File: src/rtl/mdsa_defs.svh
/*
  Offsets, field positions, reset values and timing counts of the motor drive
  control-side logic. Assumes inclusion by bare name from the design files.
*/
`ifndef MDSA_DEFS_SVH
`define MDSA_DEFS_SVH

// Clock and serial link timing.
`define MDSA_CLK_HZ 100000000
`define MDSA_BAUD_BPS 9600
`define MDSA_DEBOUNCE_US 10
`define MDSA_DEBOUNCE_CYCLES (`MDSA_DEBOUNCE_US * (`MDSA_CLK_HZ / 1000000))

// Register byte offsets.
`define MDSA_OFF_CTRL 8'h00
`define MDSA_OFF_OUTSEL 8'h04
`define MDSA_OFF_PPR 8'h08
`define MDSA_OFF_WINDOW 8'h0C
`define MDSA_OFF_ADDR 8'h10
`define MDSA_OFF_STATUS 8'h14

// Field positions.
`define MDSA_CTRL_WARN_EN 0
`define MDSA_CTRL_GP_A 1
`define MDSA_CTRL_GP_B 2
`define MDSA_OUTSEL_B_LSB 4

// Reset values and limits.
`define MDSA_PPR_RESET 8'h06
`define MDSA_PPR_MAX 8'hB4
`define MDSA_WINDOW_RESET 9'h0C8
`define MDSA_WINDOW_MAX 9'h190
`define MDSA_ANGLE_TICKS 10'h168

// Preset speeds in rpm for speed codes 1 to 7.
`define MDSA_RPM_1 13'h01F4
`define MDSA_RPM_2 13'h03E8
`define MDSA_RPM_3 13'h07D0
`define MDSA_RPM_4 13'h0BB8
`define MDSA_RPM_5 13'h0DAC
`define MDSA_RPM_6 13'h0FA0
`define MDSA_RPM_7 13'h1194

// Serial characters.
`define MDSA_CHAR_CR 8'h0D
`define MDSA_ADDR_BASE 4'h3

`endif

File: src/rtl/mdsa_pkg.sv
/*
  Types of the motor drive control-side logic: state and function encodings.
  Assumes nothing of its surroundings.
*/
package mdsa_pkg;

  typedef enum logic [1:0] {
    RX_IDLE = 2'b00,
    RX_START = 2'b01,
    RX_DATA = 2'b10,
    RX_STOP = 2'b11
  } mdsa_rx_state_type;

  typedef enum logic [1:0] {
    FR_IDLE = 2'b00,
    FR_MINE = 2'b01,
    FR_SKIP = 2'b10
  } mdsa_frame_state_type;

  typedef enum logic [2:0] {
    FN_FAULT = 3'b000,
    FN_SPEED_PULSE = 3'b001,
    FN_MOTION = 3'b010,
    FN_SPEED_REACHED = 3'b011,
    FN_SECONDARY_FAULT = 3'b100,
    FN_WARNING = 3'b101,
    FN_TORQUE_LIMIT = 3'b110,
    FN_IDLE = 3'b111
  } mdsa_out_func_type;

endpackage : mdsa_pkg

File: src/rtl/mdsa_din_if.sv
/*
  Carrier between the control-input filter and the top: raw terminal levels in,
  clean levels out. Assumes both ends run on the same clock.
*/
`timescale 1ns/1ps

interface mdsa_din_if;
  logic [7:0] raw;
  logic [7:0] clean;
  modport filt (input raw, output clean);
  modport user (output raw, input clean);
endinterface : mdsa_din_if

File: src/rtl/mdsa_top.sv
/*
  Control-side logic of a brushless motor drive: control terminal decode,
  two assignable status outputs, register port and addressed serial link.
  Assumes a motor core that takes the commands and reports its status.
*/
// How it works
// - Serial link fixed at 9600 bit/s.
// - One host, up to sixteen drives.
// - Four-wire host transmitter never released.
// - Address value maps to characters '0' to '?'.
// - Enable energizes; disable-then-enable clears alarms.
// - Stop method: decelerate or short phases.
// - Stop request uses selected stop method.
// - Three speed inputs form one code.
// - Speed pulses per revolution, default six.
// - Motion output active while rotating.
// - Speed reached when within error window.
// - Secondary fault: warning or alarm, normally closed.
// - Warning output follows warning condition.
// - Torque-limit output when torque hits limit.
// - Each output picks one of eight functions.
// - Input ON means photocoupler conducts.
// - Inactive enable overrides the stop inputs; direction and speed still follow.
// - Code zero internal or analog by source select, else preset speeds.
// - Window up to 400 rpm, reset 200.
`timescale 1ns/1ps
`include "mdsa_defs.svh"

module mdsa_top import mdsa_pkg::*; #(
  parameter int BIT_CYCLES = `MDSA_CLK_HZ / `MDSA_BAUD_BPS
) (
  // Clock, reset, clock enable
  input wire logic clk,
  input wire logic resetn,
  input wire logic ce,
  // Register port
  input wire logic [7:0] reg_addr,
  input wire logic [31:0] reg_wdata,
  input wire logic reg_wr,
  input wire logic reg_rd,
  output logic [31:0] reg_rdata,
  // Control terminals, bit 0 is control_in_1
  input wire logic [7:0] control_in,
  // Motor core status
  input wire logic motor_rotating,
  input wire logic angle_tick,
  input wire logic drive_fault,
  input wire logic overload_over_warn,
  input wire logic overload_alarm,
  input wire logic warning_active,
  input wire logic torque_limit_hit,
  input wire logic [12:0] speed_meas_rpm,
  input wire logic [12:0] internal_rpm,
  input wire logic [12:0] analog_rpm,
  // Motor core commands
  output logic motor_energize,
  output logic brake_short,
  output logic decel_stop,
  output logic direction_ccw,
  output logic speed_source_ext,
  output logic [2:0] speed_code,
  output logic [12:0] speed_cmd_rpm,
  output logic alarm_clear,
  // Status outputs
  output logic status_out_a,
  output logic status_out_b,
  // Serial pins
  input wire logic ser_rx,
  output logic ser_tx,
  output logic ser_tx_oe_n,
  // Command and reply stream
  output logic [7:0] cmd_byte,
  output logic cmd_valid,
  output logic cmd_end,
  input wire logic [7:0] reply_byte,
  input wire logic reply_valid,
  output logic reply_ready
);

  localparam logic [13:0] BITC = 14'(BIT_CYCLES);
  localparam logic [13:0] HALFC = 14'(BIT_CYCLES / 2);

  mdsa_din_if din ();

  // Inputs are ON/OFF photocoupler states; the filter makes them clean levels.
  assign din.raw = control_in;

  mdsa_debounce u_deb (
    .clk(clk),
    .resetn(resetn),
    .ce(ce),
    .din(din)
  );

  // Named terminal functions.
  wire direction_select = din.clean[0];
  wire stop_method_select = din.clean[1];
  wire enable_alarm_clear = din.clean[2];
  wire speed_source_select = din.clean[3];
  wire stop_request = din.clean[4];
  wire [2:0] code_d = {din.clean[7], din.clean[6], din.clean[5]};

  // Registers and state.
  logic warn_en_q;
  logic [1:0] gp_q;
  mdsa_out_func_type sel_a_q;
  mdsa_out_func_type sel_b_q;
  logic [7:0] ppr_q;
  logic [8:0] window_q;
  logic [3:0] addr_q;
  logic en_prev_q;
  logic alarm_q;
  logic [9:0] acc_q;
  logic pulse_q;
  logic [1:0] rx_sync_q;
  mdsa_rx_state_type rx_st_q;
  logic [13:0] rx_cnt_q;
  logic [2:0] rx_idx_q;
  logic [7:0] rx_sh_q;
  logic rx_done_q;
  mdsa_frame_state_type fr_q;
  logic addressed_q;
  logic tx_busy_q;
  logic [8:0] tx_sh_q;
  logic [3:0] tx_bits_q;
  logic [13:0] tx_cnt_q;
  // Declared here because the status word reads it before its compare is built.
  wire speed_reached;

  // Register decode and clamped write values.
  wire wr_ctrl = reg_wr && reg_addr == `MDSA_OFF_CTRL;
  wire wr_outsel = reg_wr && reg_addr == `MDSA_OFF_OUTSEL;
  wire wr_ppr = reg_wr && reg_addr == `MDSA_OFF_PPR;
  wire wr_window = reg_wr && reg_addr == `MDSA_OFF_WINDOW;
  wire wr_addr = reg_wr && reg_addr == `MDSA_OFF_ADDR;
  wire [7:0] ppr_w = reg_wdata[7:0] == 8'h00 ? 8'h01 :
                     reg_wdata[7:0] > `MDSA_PPR_MAX ? `MDSA_PPR_MAX : reg_wdata[7:0];
  wire win_big = reg_wdata[31:9] != 23'h000000 || reg_wdata[8:0] > `MDSA_WINDOW_MAX;
  wire [8:0] window_w = win_big ? `MDSA_WINDOW_MAX : reg_wdata[8:0];
  wire [31:0] status_word = {18'h00000, warning_active, alarm_q, addressed_q, tx_busy_q,
                             motor_rotating, speed_reached, din.clean};
  wire [31:0] rd_mux =
    reg_addr == `MDSA_OFF_CTRL ? {29'h00000000, gp_q, warn_en_q} :
    reg_addr == `MDSA_OFF_OUTSEL ? {25'h0000000, sel_b_q, 1'b0, sel_a_q} :
    reg_addr == `MDSA_OFF_PPR ? {24'h000000, ppr_q} :
    reg_addr == `MDSA_OFF_WINDOW ? {23'h000000, window_q} :
    reg_addr == `MDSA_OFF_ADDR ? {28'h0000000, addr_q} :
    reg_addr == `MDSA_OFF_STATUS ? status_word : 32'h00000000;

  // Software settings; read data stand only in the cycle after the read strobe.
  always_ff @(posedge clk) begin
    if (!resetn) begin
      warn_en_q <= 1'b0;
      gp_q <= 2'h0;
      sel_a_q <= FN_FAULT;
      sel_b_q <= FN_SPEED_PULSE;
      ppr_q <= `MDSA_PPR_RESET;
      window_q <= `MDSA_WINDOW_RESET;
      addr_q <= 4'h0;
      reg_rdata <= 32'h00000000;
    end else if (ce) begin
      if (wr_ctrl) begin
        warn_en_q <= reg_wdata[`MDSA_CTRL_WARN_EN];
        gp_q <= reg_wdata[`MDSA_CTRL_GP_B:`MDSA_CTRL_GP_A];
      end
      if (wr_outsel) begin
        sel_a_q <= mdsa_out_func_type'(reg_wdata[2:0]);
        sel_b_q <= mdsa_out_func_type'(reg_wdata[`MDSA_OUTSEL_B_LSB +: 3]);
      end
      if (wr_ppr) ppr_q <= ppr_w;
      if (wr_window) window_q <= window_w;
      if (wr_addr) addr_q <= reg_wdata[3:0];
      reg_rdata <= reg_rd ? rd_mux : 32'h00000000;
    end
  end

  // Drive commands; a low enable forces energize and both stop commands off, acting as emergency stop.
  wire en_rise = enable_alarm_clear && !en_prev_q;
  wire alarm_d = drive_fault || (alarm_q && !en_rise);
  wire [12:0] preset_rpm =
    code_d == 3'h1 ? `MDSA_RPM_1 : code_d == 3'h2 ? `MDSA_RPM_2 :
    code_d == 3'h3 ? `MDSA_RPM_3 : code_d == 3'h4 ? `MDSA_RPM_4 :
    code_d == 3'h5 ? `MDSA_RPM_5 : code_d == 3'h6 ? `MDSA_RPM_6 : `MDSA_RPM_7;
  wire [12:0] base_rpm = speed_source_select ? analog_rpm : internal_rpm;
  wire [12:0] cmd_rpm_d = code_d == 3'h0 ? base_rpm : preset_rpm;

  always_ff @(posedge clk) begin
    if (!resetn) begin
      en_prev_q <= 1'b0;
      alarm_q <= 1'b0;
      alarm_clear <= 1'b0;
      motor_energize <= 1'b0;
      brake_short <= 1'b0;
      decel_stop <= 1'b0;
      direction_ccw <= 1'b0;
      speed_source_ext <= 1'b0;
      speed_code <= 3'h0;
      speed_cmd_rpm <= 13'h0000;
    end else if (ce) begin
      en_prev_q <= enable_alarm_clear;
      alarm_q <= alarm_d;
      alarm_clear <= en_rise;
      motor_energize <= enable_alarm_clear;
      brake_short <= enable_alarm_clear && stop_request && stop_method_select;
      decel_stop <= enable_alarm_clear && stop_request && !stop_method_select;
      direction_ccw <= direction_select;
      speed_source_ext <= speed_source_select;
      speed_code <= code_d;
      speed_cmd_rpm <= cmd_rpm_d;
    end
  end

  // Speed pulses: each angle tick adds twice the pulse count; a wrap toggles the output.
  // Counts above 180 per revolution would need two toggles per tick, so writes clamp.
  wire [9:0] acc_sum = acc_q + {1'b0, ppr_q, 1'b0};
  wire acc_wrap = acc_sum >= `MDSA_ANGLE_TICKS;

  always_ff @(posedge clk) begin
    if (!resetn) begin
      acc_q <= 10'h000;
      pulse_q <= 1'b0;
    end else if (ce && angle_tick) begin
      acc_q <= acc_wrap ? acc_sum - `MDSA_ANGLE_TICKS : acc_sum;
      pulse_q <= pulse_q ^ acc_wrap;
    end
  end

  // Output functions and their selection.
  wire [12:0] speed_diff = speed_meas_rpm >= speed_cmd_rpm ?
                           speed_meas_rpm - speed_cmd_rpm : speed_cmd_rpm - speed_meas_rpm;
  assign speed_reached = speed_diff <= {4'h0, window_q};
  wire secondary_fault = warn_en_q ? overload_over_warn : overload_alarm;
  wire [6:0] fn_common = {torque_limit_hit, warning_active, !secondary_fault,
                          speed_reached, motor_rotating, pulse_q, alarm_q};
  wire [7:0] fn_a = {gp_q[0], fn_common};
  wire [7:0] fn_b = {gp_q[1], fn_common};

  always_ff @(posedge clk) begin
    if (!resetn) begin
      status_out_a <= 1'b0;
      status_out_b <= 1'b0;
    end else if (ce) begin
      status_out_a <= fn_a[sel_a_q];
      status_out_b <= fn_b[sel_b_q];
    end
  end

  // Receiver: the raw pin passes two flip-flops, then a start bit is checked at mid-bit.
  wire rx_level = rx_sync_q[1];

  always_ff @(posedge clk) begin
    if (!resetn) begin
      rx_sync_q <= 2'b11;
      rx_st_q <= RX_IDLE;
      rx_cnt_q <= 14'h0000;
      rx_idx_q <= 3'h0;
      rx_sh_q <= 8'h00;
      rx_done_q <= 1'b0;
    end else if (ce) begin
      rx_sync_q <= {rx_sync_q[0], ser_rx};
      rx_done_q <= 1'b0;
      if (rx_cnt_q != 14'h0000) begin
        rx_cnt_q <= rx_cnt_q - 14'h0001;
      end else begin
        case (rx_st_q)
          RX_IDLE: begin
            if (!rx_level) begin
              rx_st_q <= RX_START;
              rx_cnt_q <= HALFC;
            end
          end
          RX_START: begin
            rx_st_q <= rx_level ? RX_IDLE : RX_DATA;
            rx_cnt_q <= rx_level ? 14'h0000 : BITC;
            rx_idx_q <= 3'h0;
          end
          RX_DATA: begin
            rx_sh_q <= {rx_level, rx_sh_q[7:1]};
            rx_cnt_q <= BITC;
            rx_idx_q <= rx_idx_q + 3'h1;
            if (rx_idx_q == 3'h7) rx_st_q <= RX_STOP;
          end
          RX_STOP: begin
            rx_st_q <= RX_IDLE;
            rx_done_q <= rx_level;
          end
          default: rx_st_q <= RX_IDLE;
        endcase
      end
    end
  end

  // Framing: the first character names the drive; other drives skip to the carriage return.
  wire [7:0] own_char = {`MDSA_ADDR_BASE, addr_q};
  wire is_cr = rx_sh_q == `MDSA_CHAR_CR;

  always_ff @(posedge clk) begin
    if (!resetn) begin
      fr_q <= FR_IDLE;
      addressed_q <= 1'b0;
      cmd_byte <= 8'h00;
      cmd_valid <= 1'b0;
      cmd_end <= 1'b0;
    end else if (ce) begin
      cmd_valid <= 1'b0;
      cmd_end <= 1'b0;
      if (rx_done_q) begin
        case (fr_q)
          FR_IDLE: begin
            if (!is_cr) addressed_q <= 1'b0;
            if (rx_sh_q == own_char) fr_q <= FR_MINE;
            else if (!is_cr) fr_q <= FR_SKIP;
          end
          FR_MINE: begin
            cmd_byte <= rx_sh_q;
            cmd_valid <= !is_cr;
            cmd_end <= is_cr;
            if (is_cr) begin
              fr_q <= FR_IDLE;
              addressed_q <= 1'b1;
            end
          end
          FR_SKIP: begin
            if (is_cr) fr_q <= FR_IDLE;
          end
          default: fr_q <= FR_IDLE;
        endcase
      end
    end
  end

  // Transmitter drives the pin only while sending, so a shared pair stays free otherwise.
  wire tx_go = reply_valid && reply_ready;

  always_ff @(posedge clk) begin
    if (!resetn) begin
      tx_busy_q <= 1'b0;
      tx_sh_q <= 9'h1FF;
      tx_bits_q <= 4'h0;
      tx_cnt_q <= 14'h0000;
      ser_tx <= 1'b1;
      ser_tx_oe_n <= 1'b1;
      reply_ready <= 1'b0;
    end else if (ce) begin
      reply_ready <= addressed_q && !tx_busy_q && !tx_go;
      if (tx_go) begin
        tx_busy_q <= 1'b1;
        tx_sh_q <= {1'b1, reply_byte};
        tx_bits_q <= 4'h9;
        tx_cnt_q <= BITC;
        ser_tx <= 1'b0;
        ser_tx_oe_n <= 1'b0;
      end else if (tx_busy_q) begin
        if (tx_cnt_q != 14'h0000) begin
          tx_cnt_q <= tx_cnt_q - 14'h0001;
        end else if (tx_bits_q != 4'h0) begin
          ser_tx <= tx_sh_q[0];
          tx_sh_q <= {1'b1, tx_sh_q[8:1]};
          tx_bits_q <= tx_bits_q - 4'h1;
          tx_cnt_q <= BITC;
        end else begin
          tx_busy_q <= 1'b0;
          ser_tx <= 1'b1;
          ser_tx_oe_n <= 1'b1;
        end
      end
    end
  end

endmodule : mdsa_top

File: src/rtl/mdsa_debounce.sv
/*
  Synchroniser and debounce filter for the eight control terminals.
  Assumes terminal levels are already ON/OFF photocoupler states.
*/
`timescale 1ns/1ps
`include "mdsa_defs.svh"

module mdsa_debounce import mdsa_pkg::*; (
  // Clock and reset
  input wire logic clk,
  input wire logic resetn,
  input wire logic ce,
  // Terminal levels
  mdsa_din_if.filt din
);

  localparam logic [9:0] DEB_LAST = 10'(`MDSA_DEBOUNCE_CYCLES - 1);

  logic [7:0] s1_q;
  logic [7:0] s2_q;
  logic [7:0] clean_q;
  logic [9:0] cnt_q [8];

  assign din.clean = clean_q;

  // A level must hold steady for the whole window before it is taken; chatter restarts it.
  for (genvar i = 0; i < 8; i++) begin : g_bit
    always_ff @(posedge clk) begin
      if (!resetn) begin
        s1_q[i] <= 1'b0;
        s2_q[i] <= 1'b0;
        clean_q[i] <= 1'b0;
        cnt_q[i] <= 10'h000;
      end else if (ce) begin
        s1_q[i] <= din.raw[i];
        s2_q[i] <= s1_q[i];
        if (s2_q[i] == clean_q[i]) begin
          cnt_q[i] <= 10'h000;
        end else if (cnt_q[i] == DEB_LAST) begin
          clean_q[i] <= s2_q[i];
          cnt_q[i] <= 10'h000;
        end else begin
          cnt_q[i] <= cnt_q[i] + 10'h001;
        end
      end
    end
  end

endmodule : mdsa_debounce

File: config.mk
export PLATFORM = sky130hd
export DESIGN_NAME = mdsa_top
export DESIGN_NICKNAME = d
export VERILOG_FILES = /design/src/rtl/mdsa_pkg.sv /design/src/rtl/mdsa_din_if.sv /design/src/rtl/mdsa_top.sv /design/src/rtl/mdsa_debounce.sv
export VERILOG_INCLUDE_DIRS = /design/src /design/src/rtl
export SDC_FILE = /design/constraint.sdc
export NUM_CORES = 1
export LEC_CHECK = 0
export BUFFER_PORTS_ARGS = -buffer_cell sky130_fd_sc_hd__buf_2
export CORE_ASPECT_RATIO = 1.25
export CORE_MARGIN = 1.5
export CORE_UTILIZATION = 61
export CTS_BUF_LIST = sky130_fd_sc_hd__clkbuf_4
export DETAILED_ROUTE_END_ITERATION = 16
export PLACE_DENSITY = 0.8
export REMOVE_ABC_BUFFERS = 1
export SLEW_MARGIN = 20
export SYNTH_ARGS = -nofsm -noshare
export SYNTH_HDL_FRONTEND = slang
export SYNTH_SLANG_ARGS = --single-unit
File: constraint.sdc
create_clock -name clk -period 4.9 [get_ports clk]
set_input_delay 0.735 -clock clk [delete_from_list [all_inputs] [get_ports clk]]
set_output_delay 0.735 -clock clk [all_outputs]
set_load 0.02 [all_outputs]
==> out/results.txt <==
TritonCTS clock tree = done
die outline height = 173 um
number of hold buffers added after CTS = 0
worst-case clock skew = 34.8 ps
Routed Wire Length = 34.5 mm
worst hold slack after final layout = 291 ps
switching power total = 1380 uW
internal power = 3570 uW
width of the die = 139 um
Pins Over Slew Limit = 0
top post-synthesis cells by count = sky130_fd_sc_hd__nor2_1, sky130_fd_sc_hd__dfxtp_1, sky130_fd_sc_hd__nand2_1
post-detailed-route DRC marker count = 0
clock network power share = 39.2%
Max Cap Viol = 0
Main synth FF type = sky130_fd_sc_hd__dfxtp_1
Data required, critical path = 5500 ps
global placement routability congestion = 0.967
most repeated cell in the gate-level netlist after synthesis = sky130_fd_sc_hd__nor2_1
number of register bits inferred by synthesis = 256
depth of the worst hold-timing path = 3
Rel. slew slack = 43.0%
Setup WS post-layout = 684 ps
total setup violations reported at the end of the flow = 0
cts bufs inserted = 67
highest clock rate = 237 MHz
critical setup path kind = reg2reg
top-area cell type share of the netlist area = 25.0%
Mapped Area = 0.0141 mm2
switching share of power = 27.8%
largest net degree at the start of global routing = 86
drt initial violations = 738
run status = completed
accumulated negative setup slack = 0 ps
Layout Cell Area excl Fill = 0.0159 mm2
DIE AREA = 0.0240 mm2
routed wirelength normalized by instance count = 16.4 um
top post-synthesis cells by area = sky130_fd_sc_hd__dfxtp_1, sky130_fd_sc_hd__edfxtp_1, sky130_fd_sc_hd__ha_1
root buffer selected by CTS = sky130_fd_sc_hd__clkbuf_4
share of cells above drive strength 1 = 17.8%
Buffers on Ports = 159
buffers inserted during post-CTS setup optimization = 0
filler-free cell count of the finished design = 2103
cell accounting for the most synthesized area = sky130_fd_sc_hd__dfxtp_1
Clk Latency, worst-skew pair = 680 ps
Initial Utilization = 61.8%
final worst-path cycle share = 86.0%
via-per-instance ratio = 5.83
Syn Area/Cell = 8.90 um2
total vias in the final route = 12300
Post-synth EDFFs = 80
number of distinct library cells after synthesis = 83
total half-perimeter wirelength after legalization and detailed placement = 24.7 mm
highest fanout seen on the critical path = 8
total number of yosys warnings = 0
number of optimization iterations in the first detailed-route pass = 5
IR drop worst, VDD = 237 uV
power share of the sequential group = 47.3%
Tightest Hold Check Type = in2reg
number of nets in the finished design = 1941
power density over the cells = 310 mW/mm2
residual overflow from global routing = 0
maximum level of the CTS H-tree = 3
Core ar. = 0.0228 mm2
Worst Reg-to-Reg Cells = 16
count of nets left with antenna violations after detail routing = 0
antenna violations before repair = 3
worst slack after detailed placement = 195 ps
wire length of the first global-routing pass = 56.6 mm
RSZ-0062 raised after global routing = false
post-cts sizing count = 0
share of flip-flops with an asynchronous set or reset after synthesis = 0%
Startpoint Class = flip-flop
vias in the first global route = 12000
actual transition at the worst max-transition pin = 849 ps
overall track demand over capacity in global routing = 28.3%
row cnt = 62
final hold violation count = 0
placed cell areas = 0.0150 mm2
total clock sinks = 256
area delta synth->final = 13.1%
min Tclk post-route = 4220 ps
Max Root-Sink Buffers = 3
post-synthesis sequential area ratio = 42.1%
number of top-level pins = 178
Placed Cells = 1980
clock transition at the registers of the reported paths = 70 ps
count of mapped cells out of synthesis = 1582
critical path data arrival time = 4810 ps
category of the worst setup path capture point = flip-flop
combinational group share of total power = 13.6%
standby leakage power = 0.00671 uW
==> through the flow <==
step,utilization [%],power (uW)
floorplan,-,2820
global placement,65.9,3030
detailed placement,65.9,3040
CTS,69.8,4990
global route,69.8,5190
finish,69.8,4940
==> sequential cells by signal, indices dropped and copies added (netlist names), 4 cells and up, named ones only <==
register and count:
window_q 9, tx_bits_q 4, speed_cmd_rpm 13, reg_rdata 14, ppr_q 8, rx_cnt_q 14
tx_cnt_q 14, acc_q 9, rx_sh_q 8, cmd_byte 8, u_deb.din.clean 8, tx_sh_q 8
addr_q 4, u_deb.s1_q 8, u_deb.cnt_q 80, u_deb.s2_q 8
==> metal layers <==
| layer | share of wire [%] | global-route usage (%) | vias to the layer above | routed length [um] |
|---|---|---|---|---|
| met5 | 0 | 0 | - | 0 |
| met4 | 4.0 | 15.3 | 0 | 1370 |
| met3 | 5.7 | 4.76 | 99 | 1970 |
| met2 | 49 | 49.0 | 403 | 16900 |
| met1 | 41 | 33.6 | 5743 | 14200 |
| li1 | - | - | 6018 | - |
==> cell usage in the layout (no fill, tap or decap), drive strengths merged, types with 14 or more instances in the layout <==
| cell type | synthesis | layout |
|---|---|---|
| xor2 | 45 | 45 |
| nor4 | 17 | 17 |
| nor3 | 26 | 26 |
| nand2 | 160 | 160 |
| and2 | 14 | 14 |
| ha | 68 | 68 |
| xnor2 | 51 | 51 |
| nand4 | 24 | 24 |
| buf | 32 | 172 |
| dfxtp | 176 | 176 |
| inv | 76 | 78 |
| conb | 1 | 18 |
| nor2 | 223 | 223 |
| edfxtp | 80 | 80 |
| nand3 | 49 | 49 |
| a21oi | 109 | 109 |
| o21ai | 68 | 68 |
| and3 | 22 | 22 |
| or3 | 17 | 17 |
| mux2i | 70 | 70 |
| clkbuf | 47 | 105 |
| o211ai | 18 | 18 |
==> area by class of cell <==
type | count | area (um2)
multi-input cells | 1188 | 7550
fillers | 1878 | 6880
clock inverters | 15 | 97.6
well taps | 288 | 360
flip-flops and latches | 256 | 5930
diodes | 3 | 7.51
inverters | 76 | 287
repair buffers | 172 | 908
clock buffers | 105 | 788
==> cells by family after synthesis <==
kind of cell / count (synthesis) / share of synthesized area, %
mux: 81 / 6.04
buf+inv: 155 / 4.78
xor+xnor: 96 / 5.97
simple gates: 597 / 19.5
flops: 256 / 42.1
fa+ha+maj: 71 / 6.47
compound gates: 325 / 15.1
other cells: 1 / 0.0266
==> critical path, stage by stage (launching register included) <==
cell	delay [ps]
sky130_fd_sc_hd__dfxtp_1	350
sky130_fd_sc_hd__ha_1	480
sky130_fd_sc_hd__nand4_4	160
sky130_fd_sc_hd__nor2_1	250
sky130_fd_sc_hd__a41oi_2	180
sky130_fd_sc_hd__nand3b_1	300
sky130_fd_sc_hd__mux2i_1	360
sky130_fd_sc_hd__and3_1	240
sky130_fd_sc_hd__a31oi_1	110
sky130_fd_sc_hd__xnor2_1	160
sky130_fd_sc_hd__ha_1	330
sky130_fd_sc_hd__and3_1	170
sky130_fd_sc_hd__nand3_1	100
sky130_fd_sc_hd__o22ai_1	170
sky130_fd_sc_hd__nand2_1	70
sky130_fd_sc_hd__or4_4	550
sky130_fd_sc_hd__o211ai_2	180
==> power groups by stage <==
stage | logic (uW) | registers [uW] | clock network, uW
2_1_floorplan | 451 | 2370 | 0
3_3_place_gp | 650 | 2380 | 0
3_5_place_dp | 663 | 2380 | 0
4_1_cts | 668 | 2340 | 1990
5_1_grt | 750 | 2350 | 2090
6_report | 671 | 2340 | 1940
==> worst paths after layout <==
path | from | end | slack (ps)
worst max-delay path | speed_cmd_rpm[6]$_SDFFE_PN0P_ | status_out_a$_SDFFE_PN0P_ | 680
worst min-delay path | control_in[4] | u_deb.s1_q[4]$_SDFFE_PN0P_ | 290
worst max register to register | speed_cmd_rpm[6]$_SDFFE_PN0P_ | status_out_a$_SDFFE_PN0P_ | 680
worst min register to register | reg_rdata[5]$_SDFFE_PN0P_ | reg_rdata[5]$_SDFFE_PN0P_ | 460
No activity file was read; power rests on OpenSTA's default activity.
